**src/pkg/conv_ctrl_pkg.sv**
```systemverilog
// shared constants and types for the six-channel conversion control
package conv_ctrl_pkg;
  localparam int          NUM_PAIRS          = 3;
  localparam int          SAMPLE_WIDTH       = 16;
  localparam int          CW_WIDTH           = 32;
  // control word bit positions
  localparam int          CW_DAC_LSB         = 0;
  localparam int          CW_DAC_WIDTH       = 10;
  localparam int          CW_CLK_SEL_BIT     = 11;
  localparam int          CW_SPAN_A_BIT      = 13;
  localparam int          CW_REF_3V_BIT      = 18;
  localparam int          CW_BUSY_POL_BIT    = 20;
  localparam logic [31:0] CW_RESET           = 32'h0000_03FF;
  // timing
  localparam int          CLK_PERIOD_NS      = 8;
  localparam int          ACQ_MIN_NS         = 280;
  localparam int          BUS_TO_START_NS    = 40;
  localparam int          RD_LOW_MIN_NS      = 30;
  localparam int          RD_GAP_MIN_NS      = 10;
  localparam int          WR_LOW_MIN_NS      = 15;
  localparam int          WR_HIGH_MIN_NS     = 10;
  localparam int          ACQ_CYC            = (ACQ_MIN_NS + CLK_PERIOD_NS - 1) / CLK_PERIOD_NS;
  localparam int          BUS_TO_START_CYC   =
    (BUS_TO_START_NS + CLK_PERIOD_NS - 1) / CLK_PERIOD_NS;
  localparam int          RD_LOW_CYC         = (RD_LOW_MIN_NS + CLK_PERIOD_NS - 1) / CLK_PERIOD_NS;
  localparam int          RD_GAP_CYC         = (RD_GAP_MIN_NS + CLK_PERIOD_NS - 1) / CLK_PERIOD_NS;
  localparam int          WR_LOW_CYC         = (WR_LOW_MIN_NS + CLK_PERIOD_NS - 1) / CLK_PERIOD_NS;
  localparam int          WR_HIGH_CYC        = (WR_HIGH_MIN_NS + CLK_PERIOD_NS - 1) / CLK_PERIOD_NS;
  // 18.5 conversion clock cycles, counted in half cycles (both edges)
  localparam int          CONV_HALF_CYCLES   = 37;
  localparam int          INT_CLK_DIV        = 4;
  // host register map (APB byte addresses)
  localparam logic [7:0]  ADDR_CTRL          = 8'h00;
  localparam logic [7:0]  ADDR_CWORD         = 8'h04;
  localparam logic [7:0]  ADDR_STATUS        = 8'h08;
  localparam logic [7:0]  ADDR_RDATA         = 8'h0C;
  localparam int          CTRL_START_BIT     = 0;
  localparam int          CTRL_PAIRS_LSB     = 1;
  localparam int          CTRL_WRITE_BIT     = 4;
  localparam int          CTRL_READ_BIT      = 5;
  localparam int          CTRL_SW_MODE_BIT   = 6;
  localparam int          CTRL_SPAN_PIN_BIT  = 7;
  localparam int          CTRL_EXTERNAL_CONVERSION_CLOCK_EN_BIT   = 8;
  typedef enum logic [2:0] {H_IDLE, H_WR_LOW, H_WR_HIGH, H_RD_LOW, H_RD_GAP,
                            H_GUARD} host_state_type;
endpackage : conv_ctrl_pkg

```
**src/pkg/conv_link_if.sv**
```systemverilog
// parallel link between the converter and its host controller
`timescale 1ns/1ns
interface conv_link_if;
  import conv_ctrl_pkg::*;
  logic [NUM_PAIRS-1:0]    pair_sample_strobe;
  logic                    cs_n;
  logic                    rd_n;
  logic                    wr_n;
  logic [SAMPLE_WIDTH-1:0] db_host;
  logic [SAMPLE_WIDTH-1:0] db_dev;
  logic                    db_dev_oe_n;
  logic                    span_clk_pin;
  logic                    busy_pin;
  modport device (input pair_sample_strobe, cs_n, rd_n, wr_n, db_host, span_clk_pin,
                  output db_dev, db_dev_oe_n, busy_pin);
  modport host   (output pair_sample_strobe, cs_n, rd_n, wr_n, db_host, span_clk_pin,
                  input db_dev, db_dev_oe_n, busy_pin);
endinterface : conv_link_if

```
**src/conv_device.sv**
```systemverilog
// converter end: pair sampling, conversion sequencing, control word, parallel port
`timescale 1ns/1ns
// Summary of operation
// - six converters in three simultaneously sampled pairs
// - separate sample strobe for each pair; software mode uses the pair A strobe only
// - span 4x or 2x, pin or word
// - control bit selects 2.5 V or 3 V reference
// - span pin latched on busy fall, only while busy polarity bit is clear
// - precharge sampling capacitors before sampling
// - host allows 280 ns acquisition
// - conversion at most 1.26 us internal clock
// - external conversion clock only in software mode
// - conversion takes 18.5 conversion clock cycles
// - external clock may stop between conversions
// - external clock duty near fifty percent
// - host waits 40 ns before sample strobe
// - read strobe inside chip select, 30 ns
// - 10 ns between read accesses
// - write strobe 15 ns low, 10 high
// - reference set by 10-bit code
// - hold on strobe rise, convert next edge
// - busy up on strobe, down when done
// - no restart of a converting pair
// - control bit inverts busy polarity
module conv_device
  import conv_ctrl_pkg::*;
(
  // clock and reset
  input  wire logic                         pclk,
  input  wire logic                         presetn,
  input  wire logic                         clk_en,
  // link
  conv_link_if.device                       link,
  // user side: analog samples as digital words, mode straps
  input  wire logic [2*NUM_PAIRS-1:0][15:0] analog_in,
  input  wire logic                         sw_mode,
  // user side: analog control outputs
  output logic      [NUM_PAIRS-1:0]         span_4x,
  output logic                              ref_3v,
  output logic      [CW_DAC_WIDTH-1:0]      ref_dac_code,
  output logic      [NUM_PAIRS-1:0]         precharge,
  output logic      [NUM_PAIRS-1:0]         sampling
);
  logic [CW_WIDTH-1:0]                cword_reg;
  logic [2:0]                         strb_s1_reg, strb_s2_reg, strb_s3_reg;
  logic [2:0]                         cs_sync_reg [3];
  logic [2:0]                         external_conversion_clock_sync_reg;
  logic [2:0]                         span_sync_reg;
  logic [NUM_PAIRS-1:0]               strb_rise;
  logic [NUM_PAIRS-1:0]               active_reg;
  logic [5:0]                         cnt_reg [NUM_PAIRS];
  logic [2*NUM_PAIRS-1:0][15:0]       held_reg;
  logic [2*NUM_PAIRS-1:0][15:0]       result_reg;
  logic [2:0]                         int_div_reg;
  logic                               conv_edge;
  logic                               busy_reg;
  logic                               span_pin_reg;
  logic                               cs_n_q, rd_n_q, wr_n_q, wr_n_d;
  logic [2:0]                         rd_ptr_reg;
  logic                               rd_n_d;
  logic                               use_external_conversion_clock;

  // three-stage capture of every strobe and control pin; a change counts while stages two and three differ
  always_ff @(posedge pclk or negedge presetn) begin
    if (!presetn) begin
      strb_s1_reg <= '0;
      strb_s2_reg <= '0;
      strb_s3_reg <= '0;
      cs_sync_reg <= '{3'b111, 3'b111, 3'b111};
      external_conversion_clock_sync_reg <= '0;
      span_sync_reg <= '0;
    end else if (clk_en) begin
      strb_s1_reg <= link.pair_sample_strobe;
      strb_s2_reg <= strb_s1_reg;
      strb_s3_reg <= strb_s2_reg;
      cs_sync_reg[0] <= {link.cs_n, link.rd_n, link.wr_n};
      cs_sync_reg[1] <= cs_sync_reg[0];
      cs_sync_reg[2] <= cs_sync_reg[1];
      external_conversion_clock_sync_reg <= {external_conversion_clock_sync_reg[1:0], link.span_clk_pin};
      span_sync_reg <= {span_sync_reg[1:0], link.span_clk_pin};
    end
  end
  assign {cs_n_q, rd_n_q, wr_n_q} = cs_sync_reg[1];
  assign {rd_n_d, wr_n_d}         = cs_sync_reg[2][1:0];

  // in software mode only pair A strobe starts all three pairs
  assign strb_rise = sw_mode ? {NUM_PAIRS{strb_s2_reg[0] & ~strb_s3_reg[0]}}
                             : (strb_s2_reg & ~strb_s3_reg);

  assign use_external_conversion_clock = sw_mode & cword_reg[CW_CLK_SEL_BIT];
  // both edges of the conversion clock advance the half-cycle count
  assign conv_edge = use_external_conversion_clock ? (external_conversion_clock_sync_reg[2] ^ external_conversion_clock_sync_reg[1])
                              : (int_div_reg == 3'(INT_CLK_DIV - 1));

  always_ff @(posedge pclk or negedge presetn) begin
    if (!presetn) begin
      int_div_reg <= '0;
    end else if (clk_en) begin
      int_div_reg <= conv_edge ? 3'd0 : int_div_reg + 3'd1;
    end
  end

  // per-pair sequencers; a strobe on a busy pair is ignored
  for (genvar p = 0; p < NUM_PAIRS; p++) begin : g_pair
    always_ff @(posedge pclk or negedge presetn) begin
      if (!presetn) begin
        active_reg[p]        <= 1'b0;
        cnt_reg[p]           <= '0;
        held_reg[2*p]        <= '0;
        held_reg[2*p+1]      <= '0;
        result_reg[2*p]      <= '0;
        result_reg[2*p+1]    <= '0;
      end else if (clk_en) begin
        if (strb_rise[p] && !active_reg[p]) begin
          held_reg[2*p]   <= analog_in[2*p];
          held_reg[2*p+1] <= analog_in[2*p+1];
          active_reg[p]   <= 1'b1;
          cnt_reg[p]      <= '0;
        end else if (active_reg[p] && conv_edge) begin
          if (cnt_reg[p] == 6'(CONV_HALF_CYCLES - 1)) begin
            active_reg[p]     <= 1'b0;
            result_reg[2*p]   <= held_reg[2*p];
            result_reg[2*p+1] <= held_reg[2*p+1];
          end else begin
            cnt_reg[p] <= cnt_reg[p] + 6'd1;
          end
        end
      end
    end
    // last conversion clock cycle precharges the caps ahead of sampling
    assign precharge[p] = active_reg[p] && (cnt_reg[p] >= 6'(CONV_HALF_CYCLES - 2));
    assign sampling[p]  = !active_reg[p];
  end

  // busy: set on any strobe (pair A only in software mode), clear when last pair has stored results
  always_ff @(posedge pclk or negedge presetn) begin
    if (!presetn) begin
      busy_reg <= 1'b0;
    end else if (clk_en) begin
      busy_reg <= |strb_rise | |active_reg;
    end
  end
  assign link.busy_pin = busy_reg ^ cword_reg[CW_BUSY_POL_BIT];

  // span pin latched on busy fall when polarity bit is clear
  always_ff @(posedge pclk or negedge presetn) begin
    if (!presetn) begin
      span_pin_reg <= 1'b0;
    end else if (clk_en) begin
      if (busy_reg && !(|strb_rise | |active_reg) && !cword_reg[CW_BUSY_POL_BIT]) begin
        span_pin_reg <= span_sync_reg[2];
      end
    end
  end

  // control word write, upper half then lower half on consecutive strobes
  logic cw_half_reg;
  always_ff @(posedge pclk or negedge presetn) begin
    if (!presetn) begin
      cword_reg   <= CW_RESET;
      cw_half_reg <= 1'b0;
    end else if (clk_en) begin
      if (!cs_n_q && wr_n_q && !wr_n_d) begin
        cw_half_reg <= ~cw_half_reg;
        if (!cw_half_reg) begin
          cword_reg[31:16] <= link.db_host;
        end else begin
          cword_reg[15:0] <= link.db_host;
        end
      end
    end
  end

  for (genvar p = 0; p < NUM_PAIRS; p++) begin : g_span
    assign span_4x[p] = (sw_mode ? ~cword_reg[CW_SPAN_A_BIT+p] : ~span_pin_reg);
  end
  assign ref_3v       = cword_reg[CW_REF_3V_BIT];
  assign ref_dac_code = cword_reg[CW_DAC_LSB +: CW_DAC_WIDTH];

  // read: each read strobe returns the next channel word, wrapping after six
  always_ff @(posedge pclk or negedge presetn) begin
    if (!presetn) begin
      rd_ptr_reg <= '0;
      link.db_dev <= '0;
    end else if (clk_en) begin
      if (|strb_rise) begin
        rd_ptr_reg <= '0;
      end else if (!cs_n_q && !rd_n_q && rd_n_d) begin
        link.db_dev <= result_reg[rd_ptr_reg];
        rd_ptr_reg  <= (rd_ptr_reg == 3'd5) ? 3'd0 : rd_ptr_reg + 3'd1;
      end
    end
  end
  assign link.db_dev_oe_n = cs_n_q | rd_n_q;
endmodule : conv_device

```
**src/flat_wrapper.sv**
```systemverilog
// flat-port wrapper written by rule: the top's interface ports become plain ports
module conv_device_flat import conv_ctrl_pkg::*;
  (pclk, presetn, clk_en, analog_in, sw_mode, span_4x, ref_3v, ref_dac_code, precharge, sampling, link_pair_sample_strobe, link_cs_n, link_rd_n, link_wr_n, link_db_host, link_span_clk_pin, link_db_dev, link_db_dev_oe_n, link_busy_pin);
  conv_link_if link_i ();
  input  wire logic pclk;
  input  wire logic presetn;
  input  wire logic clk_en;
  input  wire logic [2*NUM_PAIRS-1:0][15:0] analog_in;
  input  wire logic sw_mode;
  output logic      [NUM_PAIRS-1:0] span_4x;
  output logic ref_3v;
  output logic      [CW_DAC_WIDTH-1:0] ref_dac_code;
  output logic      [NUM_PAIRS-1:0] precharge;
  output logic      [NUM_PAIRS-1:0] sampling;
  input wire logic [$bits(link_i.pair_sample_strobe)-1:0] link_pair_sample_strobe;
  input wire logic [$bits(link_i.cs_n)-1:0] link_cs_n;
  input wire logic [$bits(link_i.rd_n)-1:0] link_rd_n;
  input wire logic [$bits(link_i.wr_n)-1:0] link_wr_n;
  input wire logic [$bits(link_i.db_host)-1:0] link_db_host;
  input wire logic [$bits(link_i.span_clk_pin)-1:0] link_span_clk_pin;
  output wire logic [$bits(link_i.db_dev)-1:0] link_db_dev;
  output wire logic [$bits(link_i.db_dev_oe_n)-1:0] link_db_dev_oe_n;
  output wire logic [$bits(link_i.busy_pin)-1:0] link_busy_pin;
  assign link_i.pair_sample_strobe = link_pair_sample_strobe;
  assign link_i.cs_n = link_cs_n;
  assign link_i.rd_n = link_rd_n;
  assign link_i.wr_n = link_wr_n;
  assign link_i.db_host = link_db_host;
  assign link_i.span_clk_pin = link_span_clk_pin;
  assign link_db_dev = link_i.db_dev;
  assign link_db_dev_oe_n = link_i.db_dev_oe_n;
  assign link_busy_pin = link_i.busy_pin;
  conv_device u_core (.pclk(pclk), .presetn(presetn), .clk_en(clk_en), .link(link_i), .analog_in(analog_in), .sw_mode(sw_mode), .span_4x(span_4x), .ref_3v(ref_3v), .ref_dac_code(ref_dac_code), .precharge(precharge), .sampling(sampling));
endmodule
```
**config.mk**
```make
export PLATFORM = sky130hd
export DESIGN_NAME = conv_device_flat
export DESIGN_NICKNAME = d
export VERILOG_FILES = /design/src/pkg/conv_ctrl_pkg.sv /design/src/pkg/conv_link_if.sv /design/src/conv_device.sv /design/src/flat_wrapper.sv
export SDC_FILE = /design/constraint.sdc
export NUM_CORES = 1
export LEC_CHECK = 0
export BUFFER_PORTS_ARGS = -buffer_cell sky130_fd_sc_hd__buf_2
export CAP_MARGIN = 20
export CORE_UTILIZATION = 35
export DETAILED_ROUTE_END_ITERATION = 6
export HOLD_SLACK_MARGIN = 0.02
export PLACE_DENSITY = 0.5
export SETUP_SLACK_MARGIN = 0.05
export SLEW_MARGIN = 5
export SYNTH_ARGS = -nofsm -noshare
export SYNTH_HDL_FRONTEND = slang
export SYNTH_SLANG_ARGS = --single-unit
```
**constraint.sdc**
```tcl
create_clock -name pclk -period 3.2 [get_ports pclk]
set_input_delay 0.64 -clock pclk [delete_from_list [all_inputs] [get_ports pclk]]
set_output_delay 0.64 -clock pclk [all_outputs]
set_load 0.1 [all_outputs]
```
== Word-level counts from Yosys, hierarchy flattened ==
Index checks and enable logic that the tools add are counted.
Storage, ports and cells
  bits in registers: 282
Operators by class
  equality and inequality tests: 8
  bitwise gates (word level): 18
  $add $sub $neg: 5
  multiplexer cells: 29
  reductions and logical operators: 50
  $lt $le $gt $ge: 4
Operators by type and width (number)
  6-bit two-way mux: 9
  16-bit binary-select mux with 3-bit select: 1
  3-bit AND reduction: 9
  6-bit by 1-bit adder with 6-bit output (second input constant): 3
  6-bit == test (second input constant): 3
  6-bit >= comparator (second input constant): 3
  16-bit two-way mux: 1
  1-bit logical AND: 15
  3-bit two-way mux: 5
  2-bit nonzero test: 7
  1-bit two-way mux: 13
  2-bit AND reduction: 6
  4-bit AND reduction: 3
  1-bit NOT: 10
  1-bit zero test: 8
  3-bit by 1-bit adder with 3-bit output (second input constant): 2
  2-bit by 1-bit != test with 1-bit output (second input constant): 3
  3-bit OR reduction: 2
  3-bit by 4-bit < comparator with 1-bit output (second input constant): 1
  3-bit AND: 1
  3-bit by 2-bit == test with 1-bit output (second input constant): 1
  3-bit == test (second input constant): 1
  3-bit NOT: 1
  1-bit AND: 2
  2 further kinds: 4

== Logic depth before layout (Yosys ltp) ==
  depth in word-level cells: 9
  depth in mapped cells: 7

== Least setup slack after synthesis ==
No wires, ideal clock.
  path kind: input -> output
  start point: input sw_mode
  end point: output span_4x[0]
  data arrival time: 2.315 ns
  buffers on the path: 1
  data required time: 2.560 ns
  stages: 3
  setup slack: 0.245 ns
  cells stage by stage: buf_4 > nor2b_1 > a21oi_1
Between the ends
  longest elaborated chain between the ends: 1
RTL lines
  start, declared: line flat_wrapper.sv:9  | input wire logic sw_mode;
  1-bit two-way mux: line conv_device.sv:175  | assign span_4x[p] = (sw_mode ? ~cword_reg[CW_SPAN_A_BIT+p] : ~span_pin_reg);
  end, declared: line flat_wrapper.sv:10  | output logic [NUM_PAIRS-1:0] span_4x;
Every way passes these cells.

== Worst setup path after layout ==
  start point: register u_core.cnt_reg[0] (netlist name)
  end point: output precharge[2]
Between the ends
  longest elaborated chain between the ends: 2
RTL lines
  start, declared: line conv_device.sv:51  | logic [5:0] cnt_reg [NUM_PAIRS];
  start signal, assigned by index: line conv_device.sv:125  | cnt_reg[p] <= cnt_reg[p] + 6'd1;
  6-bit >= comparator: line conv_device.sv:131  | assign precharge[p] = active_reg[p] && (cnt_reg[p] >= 6'(CONV_HALF_CYCLES - 2));
  1-bit logical AND: line conv_device.sv:131
  end, declared: line flat_wrapper.sv:13  | output logic [NUM_PAIRS-1:0] precharge;
Every way passes these cells.

==> flow_summary.json <==
{
  "status": "completed",
  "totalWireLength_um": 27000,
  "synthXorXnorAreaFrac_pct": 0.285,
  "htree_levels": 1,
  "switching_share_pct": 32.6,
  "fp.dieArea_um2": 34600,
  "clock_tree.buffer_depth": 3,
  "crit_chain": "ha_1 > nor2_1 > a21oi_1 > buf_2",
  "portBuffers": 158,
  "finalSetupViolCount": 0,
  "critical-path-slowest-cell": "buf_2",
  "cp_max_fo": 5,
  "tns_ns": 0,
  "wire_per_inst_um": 17.8,
  "die_w_um": 186,
  "fin_ws_ns": 0.522,
  "rsz0062_at_grt": "false",
  "cts_resized": 0,
  "cp_top_family": "buffers and inverters",
  "p_clk_share_pct": 32.8,
  "finish.instance_area_um2": 14200,
  "die_h_um": 186,
  "avgSynthCellArea_um2": 13.2,
  "ys_warn_count": 0,
  "layout_min_cycle_time_ns": 2.68,
  "p_leak_nw": 6.79,
  "powerDensity_nw_per_um2": 789,
  "post-place-ws_ns": 0.792,
  "viasPerCell": 4.79,
  "hold_depth": 3,
  "synth-adder-area-share_pct": 0.845,
  "critical_path_class": "reg2out",
  "synth_cell_types": 60,
  "grtUsageTotal_pct": 16.2,
  "slew_headroom_pct": 44.6,
  "coreArea_um2": 32900,
  "drc": 0,
  "synth_top_family_by_area": "multiplexers",
  "hp-class": "in2reg",
  "async_reset_ff_share_pct": 100,
  "slew_viol_final": 0,
  "dr.pass1.iters": 4,
  "synthCells": 898,
  "grt_max_degree": 81,
  "tightestPinTransition_ns": 0.831,
  "rr_worst_depth": 7,
  "layout_commonest_cell": "dfrtp_1",
  "num_io_pins": 161,
  "grt_pass1_wl_um": 42900,
  "clock_skew_ns": 0.0104,
  "vdd_ir_drop_max_mv": 0.672,
  "period_share_pct": 83.7,
  "ant_nets": 0,
  "clock.fmax_ghz": 0.373,
  "seq_area_frac_synth_pct": 58.1,
  "syn_area_um2": 11800,
  "grt_overflow": 0,
  "syn-num-nets": 1029,
  "layout_common_cells": "255 x dfrtp_1, 222 x mux2_2, 157 x buf_2",
  "crit_buf_inv": 1,
  "initial_core_util_pct": 35.9,
  "clk_pin_slew_worst_paths_ns": 0.06,
  "areaGrowthSynthToFinish_pct": 19.8,
  "end_kind": "output pin",
  "synthMuxAreaShare_pct": 25.2,
  "ys_ff_latch": 274,
  "placed_cell_area_um2": 13100,
  "synth_edf_count": 0,
  "critical_path.max_stage_delay_ns": 0.49,
  "cp_data_required_time_ns": 2.56,
  "drt_iter0_drc": 351,
  "maxCapViolations": 0,
  "cts_root_buffer": "clkbuf_16",
  "antennaDiodeCount": 0,
  "final-hold-violation-count": 0,
  "ys.flop_type": "dfrtp_1",
  "power_switching_w": 0.00365,
  "power_w": 0.0112,
  "yosys.area_share.simple_pct": 7.71,
  "drive_gt1_share_pct": 44.9,
  "cp-start-kind": "flip-flop",
  "cts_tree": "built",
  "clk-insertion-delay-late_ns": 0.57,
  "synth-compound-area-share_pct": 4.70,
  "hold_slack_ns": 0.261,
  "grt_pass1_vias": 7567,
  "cts_buffers": 31,
  "crit_arrival_ns": 2.04,
  "dpl.hpwl_um": 17900,
  "antenna_found_initial": 0,
  "vias": 7276,
  "cts.sinks": 274,
  "p_comb_share_pct": 22.8,
  "power.internal_w": 0.00755,
  "gp_congestion": 0.759,
  "p_seq_share_pct": 44.5,
  "final_nets": 1183,
  "rows": 66,
  "path_depth": 4
}
==> power by group through the flow <==
stage | Sequential (W) | Clock, W | Combinational (W)
floorplan | 0.00480 | 0 | 0.00218
global placement | 0.00502 | 0 | 0.00253
detailed placement | 0.00504 | 0 | 0.00257
CTS | 0.00498 | 0.00381 | 0.00258
global route | 0.00511 | 0.00395 | 0.00279
finish | 0.00498 | 0.00367 | 0.00255
==> layout make-up <==
| class | count | area, um^2 |
|---|---|---|
| multi-input cells | 554 | 4610 |
| fillers | 3155 | 18800 |
| clock buffers | 44 | 885 |
| inverters | 14 | 52.6 |
| flip-flops and latches | 274 | 6880 |
| repair buffers | 177 | 1020 |
| well taps | 442 | 553 |
| clock inverters | 14 | 185 |
==> through the flow <==
stage | std cells | utilization, %
detailed placement | 1459 | 39.8
global placement | 1459 | 39.8
CTS | 1518 | 43.0
finish | 1519 | 43.1
global route | 1519 | 43.1
floorplan | 898 | -
==> synth_stat cells (11+ instances only) <==
master      n  area share (%)
dfrtp_1   256              54
mux2_2    222              21
nand2_1   137             4.3
mux2i_1    38             3.2
buf_4      21             1.3
clkbuf_1   18            0.57
dfstp_2    18             4.0
o221ai_1   16             1.2
inv_1      14            0.44
nor2_1     12            0.38
buf_2      11            0.46
o21ai_0    11            0.46
==> path summary, 6_finish.rpt <==
check / start / to / slack, ns
worst min register to register: u_core.held_reg[17] / u_core.held_reg[17] / 0.47
worst min-delay path: analog_in[9] / u_core.held_reg[9] / 0.26
min in group asynchronous: presetn / u_core.cword_reg[18] / 0.61
max in group asynchronous: presetn / u_core.link.db_dev[8] / 1.78
worst max-delay path: u_core.cnt_reg[0] / precharge[2] / 0.52
worst max register to register: u_core.int_div_reg[0] / u_core.result_reg[70] / 1.04
==> per-layer routing <==
metal	GRT usage, %	up-vias	share of wire [%]
met1	22.6	3618	47
li1	-	3475	-
met5	0	-	0
met3	2.35	39	4.1
met4	3.77	0	2.0
met2	26.4	144	47
==> worst register-to-register path: cells and delay by family (launching register included) <==
family          cells  cell delay, ns
buf+inv             1            0.22
simple gates        1            0.19
compound gates      2            0.60
mux                 1            0.38
fa+ha+maj           2            0.30
flops               1            0.37
==> cells by family after synthesis <==
kind of cell,Yosys count
adders and majority gates,8
buffers and inverters,70
DFF,274
AOI/OAI and AO/OA,73
xor gates and xnor gates,3
muxes,269
and+or+nand+nor,201
==> what timing repair did <==
item,in CTS,in global routing
endpoints found under the hold margin,44,0
setup buffers,0,0
hold buffers,1,0
(Power assumes the default switching activity.)
